**src/common/wake_flags_pkg.sv**
```systemverilog
/*
  Constants for the wake and interrupt flag block: register byte
  addresses, field positions, reset values and bus response codes.
  Assumes a 32-bit AXI4-Lite register bus, one register per word.
*/
package wake_flags_pkg;

  // ----------------------------------------------------------------
  // Register byte addresses
  // ----------------------------------------------------------------
  localparam logic [15:0] FLAG_REG_ADDR   = 16'h00e8;
  localparam logic [15:0] LEVEL_REG_ADDR  = 16'h00f8;
  localparam logic [15:0] ENABLE_REG_ADDR = 16'h20b0;
  localparam logic [15:0] MASK_REG_ADDR   = 16'h2100;
  localparam logic [15:0] STATUS_REG_ADDR = 16'h2104;

  // ----------------------------------------------------------------
  // Flag register fields
  // ----------------------------------------------------------------
  localparam int XFER_BIT  = 0;
  localparam int SEC_BIT   = 1;
  localparam int COLA_BIT  = 2;
  localparam int COLB_BIT  = 3;
  localparam int BTN_BIT   = 4;
  localparam int WAKE_BIT  = 5;
  localparam int RISE_BIT  = 6;
  localparam int FALL_BIT  = 7;

  // ----------------------------------------------------------------
  // Enable register fields
  // ----------------------------------------------------------------
  localparam int WDOG_EN_BIT = 0;
  localparam int SPI_EN_BIT  = 4;

  // ----------------------------------------------------------------
  // Widths and reset values
  // ----------------------------------------------------------------
  localparam int LEVEL_W = 7;
  localparam int EVENT_W = 8;
  localparam logic [7:0] FLAG_RESET   = 8'h00;
  localparam logic [7:0] ENABLE_RESET = 8'h00;
  localparam logic [7:0] MASK_RESET   = 8'h00;
  localparam logic [7:0] STATUS_RESET = 8'h00;

  // ----------------------------------------------------------------
  // Bus responses
  // ----------------------------------------------------------------
  localparam logic [1:0] RESP_OKAY   = 2'h0;
  localparam logic [1:0] RESP_SLVERR = 2'h2;

endpackage : wake_flags_pkg

```
**src/logic/sync_edge.sv**
```systemverilog
/*
  Two-flop synchroniser with rise and fall pulses for a vector of
  asynchronous inputs. Assumes one clock and a synchronous reset.
*/
`timescale 1ns/1ps
`default_nettype none

module sync_edge #(
  parameter int W = 1
) (
  input  wire logic         sys_clk_i,
  input  wire logic         rst_b_i,
  input  wire logic [W-1:0] async_i,
  output logic      [W-1:0] level_o,
  output logic      [W-1:0] rise_o,
  output logic      [W-1:0] fall_o
);

  logic [W-1:0] meta_r;
  logic [W-1:0] sync_r;
  logic [W-1:0] prev_r;

  // Edges look only at the second and third stage
  always_ff @(posedge sys_clk_i) begin
    if (!rst_b_i) begin
      meta_r <= '0;
      sync_r <= '0;
      prev_r <= '0;
    end else begin
      meta_r <= async_i;
      sync_r <= meta_r;
      prev_r <= sync_r;
    end
  end

  assign level_o = sync_r;
  assign rise_o  = sync_r & ~prev_r;
  assign fall_o  = ~sync_r & prev_r;

endmodule // sync_edge

`default_nettype wire

```
**src/logic/wake_and_interrupt_flags.sv**
```systemverilog
/*
  Wake-source and interrupt flag logic with an AXI4-Lite register
  slave. Assumes pin inputs are asynchronous to sys_clk_i; power-mode
  requests and event pulses come from logic on the same clock.
*/
`timescale 1ns/1ps
`default_nettype none

// Behaviour
// - A rising edge on the push-button input sets the button flag.
// - The button flag holds until firmware writes a zero to it.
// - A sleep or display-only mode request clears the button flag.
// - Power-good rising sets the rise flag and raises the power line.
// - Power-good falling sets the fall flag, raises the line, browns out.
// - A direct wake into brownout by button or timer leaves fall clear.
// - An autowake timer wake sets the wake flag until written zero.
// - Transfer and one-second flags follow hardware and self-clear.
// - Two firmware collision flags sit at flag bits 2 and 3, read/write.
// - Enable bit 0 gates watchdog near-overflow, bit 4 gates serial port.
// - The level field shows the live external interrupt inputs 0 to 6.
module wake_and_interrupt_flags (
  input  wire logic        sys_clk_i,
  input  wire logic        rst_b_i,
  // AXI4-Lite slave
  input  wire logic [15:0] s_axi_awaddr,
  input  wire logic        s_axi_awvalid,
  output logic             s_axi_awready,
  input  wire logic [31:0] s_axi_wdata,
  input  wire logic [3:0]  s_axi_wstrb,
  input  wire logic        s_axi_wvalid,
  output logic             s_axi_wready,
  output logic [1:0]       s_axi_bresp,
  output logic             s_axi_bvalid,
  input  wire logic        s_axi_bready,
  input  wire logic [15:0] s_axi_araddr,
  input  wire logic        s_axi_arvalid,
  output logic             s_axi_arready,
  output logic [31:0]      s_axi_rdata,
  output logic [1:0]       s_axi_rresp,
  output logic             s_axi_rvalid,
  input  wire logic        s_axi_rready,
  // Pins and events
  input  wire logic        push_button_input_i,
  input  wire logic        pll_locked_i,
  input  wire logic [6:0]  ext_irq_i,
  input  wire logic        autowake_event_i,
  input  wire logic        transfer_busy_event_i,
  input  wire logic        one_second_event_i,
  input  wire logic        fw_collision_a_event_i,
  input  wire logic        fw_collision_b_event_i,
  input  wire logic        watchdog_near_overflow_i,
  input  wire logic        serial_port_irq_i,
  input  wire logic        sleep_request_i,
  input  wire logic        display_request_i,
  input  wire logic        direct_brownout_wake_i,
  // Core side
  output logic             power_interrupt_line_o,
  output logic             brownout_request_o,
  output logic             core_irq_o,
  output logic             irq_o
);

  import wake_flags_pkg::*;

  // ----------------------------------------------------------------
  // Pin synchronisers
  // ----------------------------------------------------------------
  logic [8:0] pin_level;
  logic [8:0] pin_rise;
  logic [8:0] pin_fall;

  sync_edge #(
    .W (9)
  ) u_pins (
    .sys_clk_i (sys_clk_i),
    .rst_b_i   (rst_b_i),
    .async_i   ({pll_locked_i, push_button_input_i, ext_irq_i}),
    .level_o   (pin_level),
    .rise_o    (pin_rise),
    .fall_o    (pin_fall)
  );

  logic button_rise;
  logic power_rise;
  logic power_fall;

  // Pin order: bit 8 power good, bit 7 button, bits 6:0 levels
  assign button_rise = pin_rise[7];
  assign power_rise  = pin_rise[8];
  assign power_fall  = pin_fall[8];

  // ----------------------------------------------------------------
  // Bus handshake state
  // ----------------------------------------------------------------
  logic        aw_held_r,  aw_held_nxt;
  logic        w_held_r,   w_held_nxt;
  logic [15:0] aw_addr_r,  aw_addr_nxt;
  logic [31:0] w_data_r,   w_data_nxt;
  logic        w_lane0_r,  w_lane0_nxt;
  logic        bvalid_r,   bvalid_nxt;
  logic [1:0]  bresp_r,    bresp_nxt;
  logic        rvalid_r,   rvalid_nxt;
  logic [31:0] rdata_r,    rdata_nxt;
  logic [1:0]  rresp_r,    rresp_nxt;
  logic        awready_r,  awready_nxt;
  logic        wready_r,   wready_nxt;
  logic        arready_r,  arready_nxt;

  logic        wr_fire;
  logic        rd_fire;
  logic        wr_flag;
  logic        wr_enable;
  logic        wr_mask;
  logic        rd_status;

  assign wr_fire   = aw_held_r & w_held_r & ~bvalid_r;
  assign rd_fire   = s_axi_arvalid & arready_r;
  assign wr_flag   = wr_fire & w_lane0_r & (aw_addr_r == FLAG_REG_ADDR);
  assign wr_enable = wr_fire & w_lane0_r & (aw_addr_r == ENABLE_REG_ADDR);
  assign wr_mask   = wr_fire & w_lane0_r & (aw_addr_r == MASK_REG_ADDR);
  assign rd_status = rd_fire & (s_axi_araddr == STATUS_REG_ADDR);

  // ----------------------------------------------------------------
  // Register state
  // ----------------------------------------------------------------
  logic [7:0] flag_r,   flag_nxt;
  logic [7:0] enable_r, enable_nxt;
  logic [7:0] mask_r,   mask_nxt;
  logic [7:0] status_r, status_nxt;
  logic       pwr_line_r, pwr_line_nxt;
  logic       brown_r,  brown_nxt;
  logic       core_irq_r, core_irq_nxt;
  logic       irq_r,    irq_nxt;
  logic [7:0] wbyte;
  logic [7:0] events;

  assign wbyte = w_data_r[7:0];

  always_comb begin
    flag_nxt = flag_r;
    if (wr_flag) begin
      flag_nxt[BTN_BIT]  = flag_r[BTN_BIT]  & wbyte[BTN_BIT];
      flag_nxt[WAKE_BIT] = flag_r[WAKE_BIT] & wbyte[WAKE_BIT];
      flag_nxt[RISE_BIT] = flag_r[RISE_BIT] & wbyte[RISE_BIT];
      flag_nxt[FALL_BIT] = flag_r[FALL_BIT] & wbyte[FALL_BIT];
      flag_nxt[COLA_BIT] = wbyte[COLA_BIT];
      flag_nxt[COLB_BIT] = wbyte[COLB_BIT];
    end
    if (sleep_request_i || display_request_i) begin
      flag_nxt[BTN_BIT] = 1'b0;
    end
    // Button edge sets, wins over clears
    if (button_rise) begin
      flag_nxt[BTN_BIT] = 1'b1;
    end
    if (autowake_event_i) begin
      flag_nxt[WAKE_BIT] = 1'b1;
    end
    if (power_rise) begin
      flag_nxt[RISE_BIT] = 1'b1;
    end
    // Fall sets unless direct brownout wake
    if (power_fall && !direct_brownout_wake_i) begin
      flag_nxt[FALL_BIT] = 1'b1;
    end
    if (fw_collision_a_event_i) begin
      flag_nxt[COLA_BIT] = 1'b1;
    end
    if (fw_collision_b_event_i) begin
      flag_nxt[COLB_BIT] = 1'b1;
    end
    flag_nxt[XFER_BIT] = transfer_busy_event_i;
    flag_nxt[SEC_BIT]  = one_second_event_i;
  end

  always_comb begin
    enable_nxt = enable_r;
    if (wr_enable) begin
      enable_nxt = wbyte;
    end
    mask_nxt = mask_r;
    if (wr_mask) begin
      mask_nxt = wbyte;
    end
  end

  // Sticky block events; read clears, a new event wins
  assign events = {power_fall, power_rise, autowake_event_i, button_rise,
                   fw_collision_b_event_i, fw_collision_a_event_i,
                   one_second_event_i, transfer_busy_event_i};

  always_comb begin
    status_nxt = status_r;
    if (rd_status) begin
      status_nxt = STATUS_RESET;
    end
    status_nxt = status_nxt | events;
    irq_nxt = |(status_nxt & mask_r);
  end

  always_comb begin
    // Power line while a power flag stands
    pwr_line_nxt = flag_nxt[RISE_BIT] | flag_nxt[FALL_BIT];
    brown_nxt = brown_r;
    if (power_fall) begin
      brown_nxt = 1'b1;
    end else if (power_rise) begin
      brown_nxt = 1'b0;
    end
    core_irq_nxt = (|flag_nxt[FALL_BIT:COLA_BIT])
                 | flag_nxt[XFER_BIT] | flag_nxt[SEC_BIT]
                 | (watchdog_near_overflow_i & enable_nxt[WDOG_EN_BIT])
                 | (serial_port_irq_i & enable_nxt[SPI_EN_BIT]);
  end

  // ----------------------------------------------------------------
  // Bus channel logic
  // ----------------------------------------------------------------
  always_comb begin
    aw_held_nxt = aw_held_r;
    aw_addr_nxt = aw_addr_r;
    w_held_nxt  = w_held_r;
    w_data_nxt  = w_data_r;
    w_lane0_nxt = w_lane0_r;
    bvalid_nxt  = bvalid_r;
    bresp_nxt   = bresp_r;
    if (s_axi_awvalid && awready_r) begin
      aw_held_nxt = 1'b1;
      aw_addr_nxt = s_axi_awaddr;
    end
    if (s_axi_wvalid && wready_r) begin
      w_held_nxt  = 1'b1;
      w_data_nxt  = s_axi_wdata;
      w_lane0_nxt = s_axi_wstrb[0];
    end
    if (wr_fire) begin
      aw_held_nxt = 1'b0;
      w_held_nxt  = 1'b0;
      bvalid_nxt  = 1'b1;
      // Unmapped or read-only targets answer with an error
      if (aw_addr_r == FLAG_REG_ADDR || aw_addr_r == ENABLE_REG_ADDR ||
          aw_addr_r == MASK_REG_ADDR) begin
        bresp_nxt = RESP_OKAY;
      end else begin
        bresp_nxt = RESP_SLVERR;
      end
    end else if (bvalid_r && s_axi_bready) begin
      bvalid_nxt = 1'b0;
    end
    // Accept one of each, then stall until the response is taken
    awready_nxt = ~aw_held_nxt & ~bvalid_nxt & ~(s_axi_awvalid & awready_r);
    wready_nxt  = ~w_held_nxt & ~bvalid_nxt & ~(s_axi_wvalid & wready_r);
  end

  always_comb begin
    rvalid_nxt = rvalid_r;
    rdata_nxt  = rdata_r;
    rresp_nxt  = rresp_r;
    if (rd_fire) begin
      rvalid_nxt = 1'b1;
      rresp_nxt  = RESP_OKAY;
      unique case (s_axi_araddr)
        FLAG_REG_ADDR:   rdata_nxt = {24'h00_0000, flag_r};
        LEVEL_REG_ADDR:  rdata_nxt = {25'h000_0000, pin_level[6:0]};
        ENABLE_REG_ADDR: rdata_nxt = {24'h00_0000, enable_r};
        MASK_REG_ADDR:   rdata_nxt = {24'h00_0000, mask_r};
        STATUS_REG_ADDR: rdata_nxt = {24'h00_0000, status_r};
        default: begin
          rdata_nxt = 32'h0000_0000;
          rresp_nxt = RESP_SLVERR;
        end
      endcase
    end else if (rvalid_r && s_axi_rready) begin
      rvalid_nxt = 1'b0;
    end
    arready_nxt = ~rvalid_nxt & ~rd_fire;
  end

  // ----------------------------------------------------------------
  // Registers
  // ----------------------------------------------------------------
  always_ff @(posedge sys_clk_i) begin
    if (!rst_b_i) begin
      flag_r       <= FLAG_RESET;
      enable_r     <= ENABLE_RESET;
      mask_r       <= MASK_RESET;
      status_r     <= STATUS_RESET;
      pwr_line_r   <= 1'b0;
      brown_r      <= 1'b0;
      core_irq_r   <= 1'b0;
      irq_r        <= 1'b0;
      aw_held_r    <= 1'b0;
      aw_addr_r    <= 16'h0000;
      w_held_r     <= 1'b0;
      w_data_r     <= 32'h0000_0000;
      w_lane0_r    <= 1'b0;
      bvalid_r     <= 1'b0;
      bresp_r      <= RESP_OKAY;
      rvalid_r     <= 1'b0;
      rdata_r      <= 32'h0000_0000;
      rresp_r      <= RESP_OKAY;
      awready_r    <= 1'b0;
      wready_r     <= 1'b0;
      arready_r    <= 1'b0;
    end else begin
      flag_r       <= flag_nxt;
      enable_r     <= enable_nxt;
      mask_r       <= mask_nxt;
      status_r     <= status_nxt;
      pwr_line_r   <= pwr_line_nxt;
      brown_r      <= brown_nxt;
      core_irq_r   <= core_irq_nxt;
      irq_r        <= irq_nxt;
      aw_held_r    <= aw_held_nxt;
      aw_addr_r    <= aw_addr_nxt;
      w_held_r     <= w_held_nxt;
      w_data_r     <= w_data_nxt;
      w_lane0_r    <= w_lane0_nxt;
      bvalid_r     <= bvalid_nxt;
      bresp_r      <= bresp_nxt;
      rvalid_r     <= rvalid_nxt;
      rdata_r      <= rdata_nxt;
      rresp_r      <= rresp_nxt;
      awready_r    <= awready_nxt;
      wready_r     <= wready_nxt;
      arready_r    <= arready_nxt;
    end
  end

  assign s_axi_awready          = awready_r;
  assign s_axi_wready           = wready_r;
  assign s_axi_bvalid           = bvalid_r;
  assign s_axi_bresp            = bresp_r;
  assign s_axi_arready          = arready_r;
  assign s_axi_rvalid           = rvalid_r;
  assign s_axi_rdata            = rdata_r;
  assign s_axi_rresp            = rresp_r;
  assign power_interrupt_line_o = pwr_line_r;
  assign brownout_request_o     = brown_r;
  assign core_irq_o             = core_irq_r;
  assign irq_o                  = irq_r;

endmodule // wake_and_interrupt_flags

`default_nettype wire

```
**config.mk**
```make
export PLATFORM = sky130hd
export DESIGN_NAME = wake_and_interrupt_flags
export DESIGN_NICKNAME = d
export VERILOG_FILES = /design/src/common/wake_flags_pkg.sv /design/src/logic/sync_edge.sv /design/src/logic/wake_and_interrupt_flags.sv
export SDC_FILE = /design/constraint.sdc
export NUM_CORES = 1
export LEC_CHECK = 0
export ABC_AREA = 1
export BUFFER_PORTS_ARGS = -buffer_cell sky130_fd_sc_hd__buf_2
export CAP_MARGIN = 20
export CORE_MARGIN = 2
export CORE_UTILIZATION = 25
export CTS_CLUSTER_DIAMETER = 100
export DETAILED_ROUTE_END_ITERATION = 10
export PLACE_DENSITY = 0.55
export SETUP_SLACK_MARGIN = 0.1
export SLEW_MARGIN = 20
export SYNTH_ARGS = -nofsm -noshare
export SYNTH_HDL_FRONTEND = slang
export SYNTH_SLANG_ARGS = --single-unit
```
**constraint.sdc**
```tcl
create_clock -name sys_clk_i -period 1.25 [get_ports sys_clk_i]
set_input_delay 0.125 -clock sys_clk_i [delete_from_list [all_inputs] [get_ports sys_clk_i]]
set_output_delay 0.125 -clock sys_clk_i [all_outputs]
set_load 0.05 [all_outputs]
```
After elaboration in Yosys (flattened, before gate mapping)
Cells that the tools add are included.

word-level totals
  bits in registers = 131
  output and inout bits = 45
  logic and storage cells = 109

cells by class
  equality and inequality tests = 8
  multiplexer cells = 23
  bitwise gates (word level) = 40
  reductions and logical operators = 13

operator list
  cell                    count
  $eq A16 B14 Y1 const B  5
  $eq A16 B8 Y1 const B   3
  $pmux W8 S5             1
  $and A1 B1 Y1           21
  $and A9 B9 Y9           2
  $not A9 Y9              2
  $mux W1                 17
  $and A8 B8 Y8           1
  $mux W8                 1
  $not A1 Y1              8
  $or A8 B8 Y8            1
  $reduce_or A8 Y1        1
  $mux W6                 1
  $reduce_or A6 Y1        1
  $logic_and A1 B1 Y1     5
  $mux W5                 1
  $or A1 B1 Y1            5
  $reduce_or A5 Y1        1
  $mux W2                 2
  $logic_or A1 B1 Y1      3
  $reduce_bool A2 Y1      1
  $logic_not A1 Y1        1

Logic depth before layout (Yosys ltp)
  word-level depth = 12
  gate-level depth with buffers = 11
  gate-level depth less buffers = 11

Modules after synthesis
A second synthesis with hierarchy kept.

second synthesis, totals
  cells, all modules = 642
  area total of the unflattened synthesis = 4626.9 µm²

by module, submodules not included
  module                    instances  cells each  area each (µm²)
  wake_and_interrupt_flags  1          522         3711.1
  sync_edge                 1          120         915.9

Worst setup path before layout
Ideal clock, no wire load.

  kind = register -> register
  start = register arready_r, in the netlist s_axi_arready
  end = register rdata_r[6], in the netlist s_axi_rdata[6]
  library setup time = 118 ps
  data arrival time = 1501 ps
  setup slack = -369 ps
  cell stages (with the launch flop) = 7
  buffers on the path = 1
  period minus slack after synthesis = 1619 ps
  cell sequence = dfxtp_1 > nand2_1 > inv_1 > clkbuf_1 > nand2_1 > nor3_1 > nor2_1

between the ends
  longest elaborated chain between the ends = 1

RTL lines
  item                    line                             text
  from (decl)             wake_and_interrupt_flags.sv:107  logic arready_r, arready_nxt;
  from (signal assigned)  wake_and_interrupt_flags.sv:326  arready_r <= arready_nxt;
  $and A1 B1 Y1           wake_and_interrupt_flags.sv:117  assign rd_fire = s_axi_arvalid & arready_r;
  to (signal assigned)    wake_and_interrupt_flags.sv:322  rdata_r <= rdata_nxt;
  to (decl)               wake_and_interrupt_flags.sv:103  logic [31:0] rdata_r, rdata_nxt;

Every way passes these cells.
A chain may end at the register's enable or synchronous reset.

Worst setup path after layout
  start = register aw_addr_r[8]
  end = register core_irq_r, in the netlist core_irq_o

between the ends
  longest elaborated chain between the ends = 10
  elaborated cells between the ends (all ways) = 20

RTL lines
  item                        line                             text
  from (decl)                 wake_and_interrupt_flags.sv:97   logic [15:0] aw_addr_r, aw_addr_nxt;
  from (signal assigned)      wake_and_interrupt_flags.sv:315  aw_addr_r <= aw_addr_nxt;
  $eq A16 B8 Y1               wake_and_interrupt_flags.sv:118  assign wr_flag = wr_fire & w_lane0_r & (aw_addr_r == FLAG_REG_ADDR);
  $and A1 B1 Y1               wake_and_interrupt_flags.sv:118
  $mux W6                     wake_and_interrupt_flags.sv:141  if (wr_flag) begin
  $mux W1                     wake_and_interrupt_flags.sv:149  if (sleep_request_i || display_request_i) begin
  $mux W1                     wake_and_interrupt_flags.sv:153  if (button_rise) begin
  $reduce_or A6 Y1            wake_and_interrupt_flags.sv:210  core_irq_nxt = (|flag_nxt[FALL_BIT:COLA_BIT])
  $or A1 B1 Y1 (2 in series)  wake_and_interrupt_flags.sv:211  | flag_nxt[XFER_BIT] | flag_nxt[SEC_BIT]
  $or A1 B1 Y1                wake_and_interrupt_flags.sv:212  | (watchdog_near_overflow_i & enable_nxt[WDOG_EN_BIT])
  $or A1 B1 Y1 (*)            wake_and_interrupt_flags.sv:213  | (serial_port_irq_i & enable_nxt[SPI_EN_BIT]);
  to (signal assigned)        wake_and_interrupt_flags.sv:312  core_irq_r <= core_irq_nxt;
  to (decl)                   wake_and_interrupt_flags.sv:132  logic core_irq_r, core_irq_nxt;

Every way passes the cells marked *; elsewhere a longest branch is shown, timed or not.

==> flow_metrics.py <==
metrics = {
    "routing": {
        "drtIter0Drc": 172,
        "wl_mm": 11.8,
        "drt-pass1-iter-count": 4,
        "wl_per_cell_um": 11.8,
        "drc": 0,
        "routed-via-count": 4160,
        "vias_per_cell": 4.16,
        "antenna_left": 0,
    },
    "sta": {
        "fin_ws_ns": -0.269,
        "hold_viol_final": 0,
        "report.final.setup_viol": 24,
        "finalClockSkew_ns": 0.00690,
        "max_freq_mhz": 658,
        "finalCritPeriodShare_pct": 122,
        "timing.final.crit_period_ns": 1.52,
        "report.final.slew_viol_count": 0,
        "fin_tns_setup_ns": -3.15,
        "grt_setup_unrepaired": "yes",
    },
    "synth": {
        "syn_inst": 604,
        "synth_area_mm2": 0.00436,
        "async_flop_share_pct": 0,
        "synth_seq_cells": 98,
        "synth_edf_count": 0,
        "synth.yosys.warnings": 0,
        "yosys.area.top_type": "dfxtp_1",
        "yosys_most_used_dff": "dfxtp_1",
        "synth_area_per_cell_um2": 7.21,
        "synth.area.top_cells": "dfxtp_1 45%, nand2_1 9.7%, nor2_1 7.4%, inv_1 7.2%, o21ai_0 5.7%",
        "synth-seq-area-share_pct": 45.0,
        "synth_top_area_share_pct": 45.0,
        "synth.distinct_cells": 30,
    },
    "global_routing": {
        "grt_max_degree": 33,
        "grt_pass1_wl_mm": 18.6,
        "grt_pass1_vias": 3921,
        "grt_overflow": 0,
        "grtUsageTotal_pct": 12.9,
        "antenna_found_initial": 0,
    },
    "pwr": {
        "sequentialPowerShare_pct": 45.9,
        "p_switching_mw": 2.11,
        "combinationalPowerShare_pct": 16.1,
        "internal-power_mw": 5.28,
        "clkPwrFrac_pct": 38.0,
        "vdd_ir_drop_max_v": 0.000786,
        "p_leak_nw": 2.96,
        "swShare_pct": 28.5,
        "pwr_density_cell_mw_per_mm2": 1180,
    },
    "worst_hold_path": {
        "hp-start": "s_axi_awaddr[7]",
        "hp-class": "in -> reg",
    },
    "die": {
        "fp.dieH_um": 136,
        "die_width_um": 136,
        "start_util_pct": 25.4,
        "die_area_mm2": 0.0185,
        "ios": 139,
        "fp-row-count": 48,
        "core_area_mm2": 0.0172,
    },
    "run_status": {
        "violations": "negative setup slack",
        "outcome": "complete, but fails checks",
    },
    "setup_path": {
        "crit_path_frequent_cell": "nor2_1",
        "crit_fanout": 6,
        "worst-setup-path-type": "reg -> reg",
        "startpoint": "aw_addr_r[8]",
        "critical_path_arrival_ns": 1.76,
        "required_ns": 1.49,
        "endpoint_kind": "register",
        "cp-start-kind": "register",
        "path_cells": "nor2_1, nand2_2, nor2_2, nand3_4, nand2_2, o21ai_2, nand2_1, nand3_1, nor2_1, nor2_1",
        "cpMaxStageDelayCell": "dfxtp_2",
        "r2r_start": "aw_addr_r[8]",
        "cpPeakStageDelay_ns": 0.33,
    },
    "clock_tree": {
        "clock_path_buffers": 2,
        "clock_latency_ns": 0.35,
        "cts_max_level": 3,
        "clkTransAtPathRegs_ns": 0.07,
        "tritoncts.num_buffers": 9,
        "clkSinkCount": 98,
        "ctsRootBufferMaster": "clkbuf_16",
        "tritoncts": "done",
    },
    "place": {
        "dp_hpwl_mm": 8.95,
        "numPortBuffers": 85,
        "place.gp.congestion": 0.840,
        "dp.cells": 960,
    },
    "cells_and_area": {
        "ff_latch_area_mm2": 0.00200,
        "final_cell_count_no_fill": 999,
        "layout.nets": 865,
        "areaGrowthSynthToFinish_pct": 43.5,
        "multi_input_area_mm2": 0.00216,
        "final_common_cell": "nand2_1",
        "n_antenna_cell": 0,
        "drive_gt1_share_pct": 36.3,
        "layout_common_cells": "97 x nand2_1, 83 x buf_2, 80 x dfxtp_1",
        "fill_cells": 1876,
    },
    "flow_run": {
        "drv_cap": 0,
    },
}
-- per-layer routing --
| metal | up-vias | share of wire (%) | track usage [%] |
|---|---|---|---|
| met2 | 99 | 45 | 21.0 |
| met1 | 1856 | 48 | 17.0 |
| met3 | 12 | 5.5 | 3.06 |
| met4 | 0 | 1.4 | 4.11 |
| li1 | 2193 | - | - |
| met5 | - | 0 | 0 |
-- repair_timing --
action	in CTS	in global routing
pin swaps	19	25
endpoints found under the setup margin	29	37
buffers inserted	8	5
endpoints found under the hold margin	11	0
hold buffers	11	0
gates resized for setup	53	62
gates cloned	1	0
-- path summary, 6_finish.rpt --
path,endpoint,slack [ns],cells past startpoint
setup / recovery,core_irq_o,-0.27,10
hold / removal,aw_addr_r[7],0.02,3
setup reg to reg,core_irq_o,-0.27,10
hold reg to reg,u_pins.level_o[8],0.41,2
-- power by group through the flow --
stage / Sequential (mW) / Combinational, mW / Clock, mW
floorplan: 3.54 / 0.619 / 0
global placement: 3.44 / 1.05 / 0
detailed placement: 3.44 / 1.05 / 0
CTS: 3.38 / 1.15 / 2.88
global route: 3.41 / 1.30 / 3.01
finish: 3.39 / 1.19 / 2.81
-- per-stage QoR --
| step | cell area [um2] | setup slack [ns] | hold WS, ns | util (%) | power, mW |
|---|---|---|---|---|---|
| 2_1_floorplan | 4490 | -0.172 | 0.218 | - | 4.16 |
| 3_3_place_gp | 5450 | -0.323 | 0.313 | 31.7 | 4.49 |
| 3_5_place_dp | 5450 | -0.304 | 0.313 | 31.7 | 4.50 |
| 4_1_cts | 6060 | -0.267 | 0.0127 | 35.3 | 7.42 |
| 5_1_grt | 6250 | -0.395 | 0.0312 | 36.4 | 7.72 |
| 6_report | 6250 | -0.269 | 0.0225 | 36.4 | 7.39 |
-- registers in the layout (all words and copies together), names as in the netlist, 2 cells and up --
name and cells:
aw_addr_r 16, status_r 8, s_axi_rdata 8, w_data_r 8, u_pins.meta_r 9, enable_r 8, mask_r 8, u_pins.level_o 9
u_pins.prev_r 2, flag_r 8
-- cell usage after synthesis (2+ instances only) --
library cell / n
nand2_1: 113
dfxtp_1: 98
nor2_1: 86
inv_1: 84
o21ai_0: 50
a21oi_1: 38
nand3_1: 32
buf_4: 27
clkbuf_1: 14
nand4_1: 12
a211oi_1: 7
nor2_2: 7
nor3_1: 7
nand3_2: 6
nor2_4: 4
buf_2: 2
ha_1: 2
nand3b_1: 2
o21ai_1: 2
-- critical path, delay by kind of cell, from the launching register on --
| kind | cells | cell delay, ns |
|---|---|---|
| AOI/OAI and AO/OA | 1 | 0.05 |
| DFF | 1 | 0.33 |
| and+or+nand+nor | 9 | 1.02 |
-- kinds of logic after synthesis --
| group | count (synthesis) | synth area share, % |
|---|---|---|
| buf+inv | 128 | 13.4 |
| fa+ha+maj | 2 | 0.574 |
| compound gates | 100 | 12.2 |
| flops | 98 | 45.0 |
| other cells | 1 | 0.0861 |
| simple gates | 275 | 28.7 |
-- cell type report --
class	count	area share [%]
multi-input combinational	403	34.5
sequential	98	32.0
tap	225	4.51
clock inverter	7	1.18
inverter	84	5.09
timing repair buffer	173	19.2
clock buffer	9	3.60
Note: power is estimated with default switching activity, not from simulation.
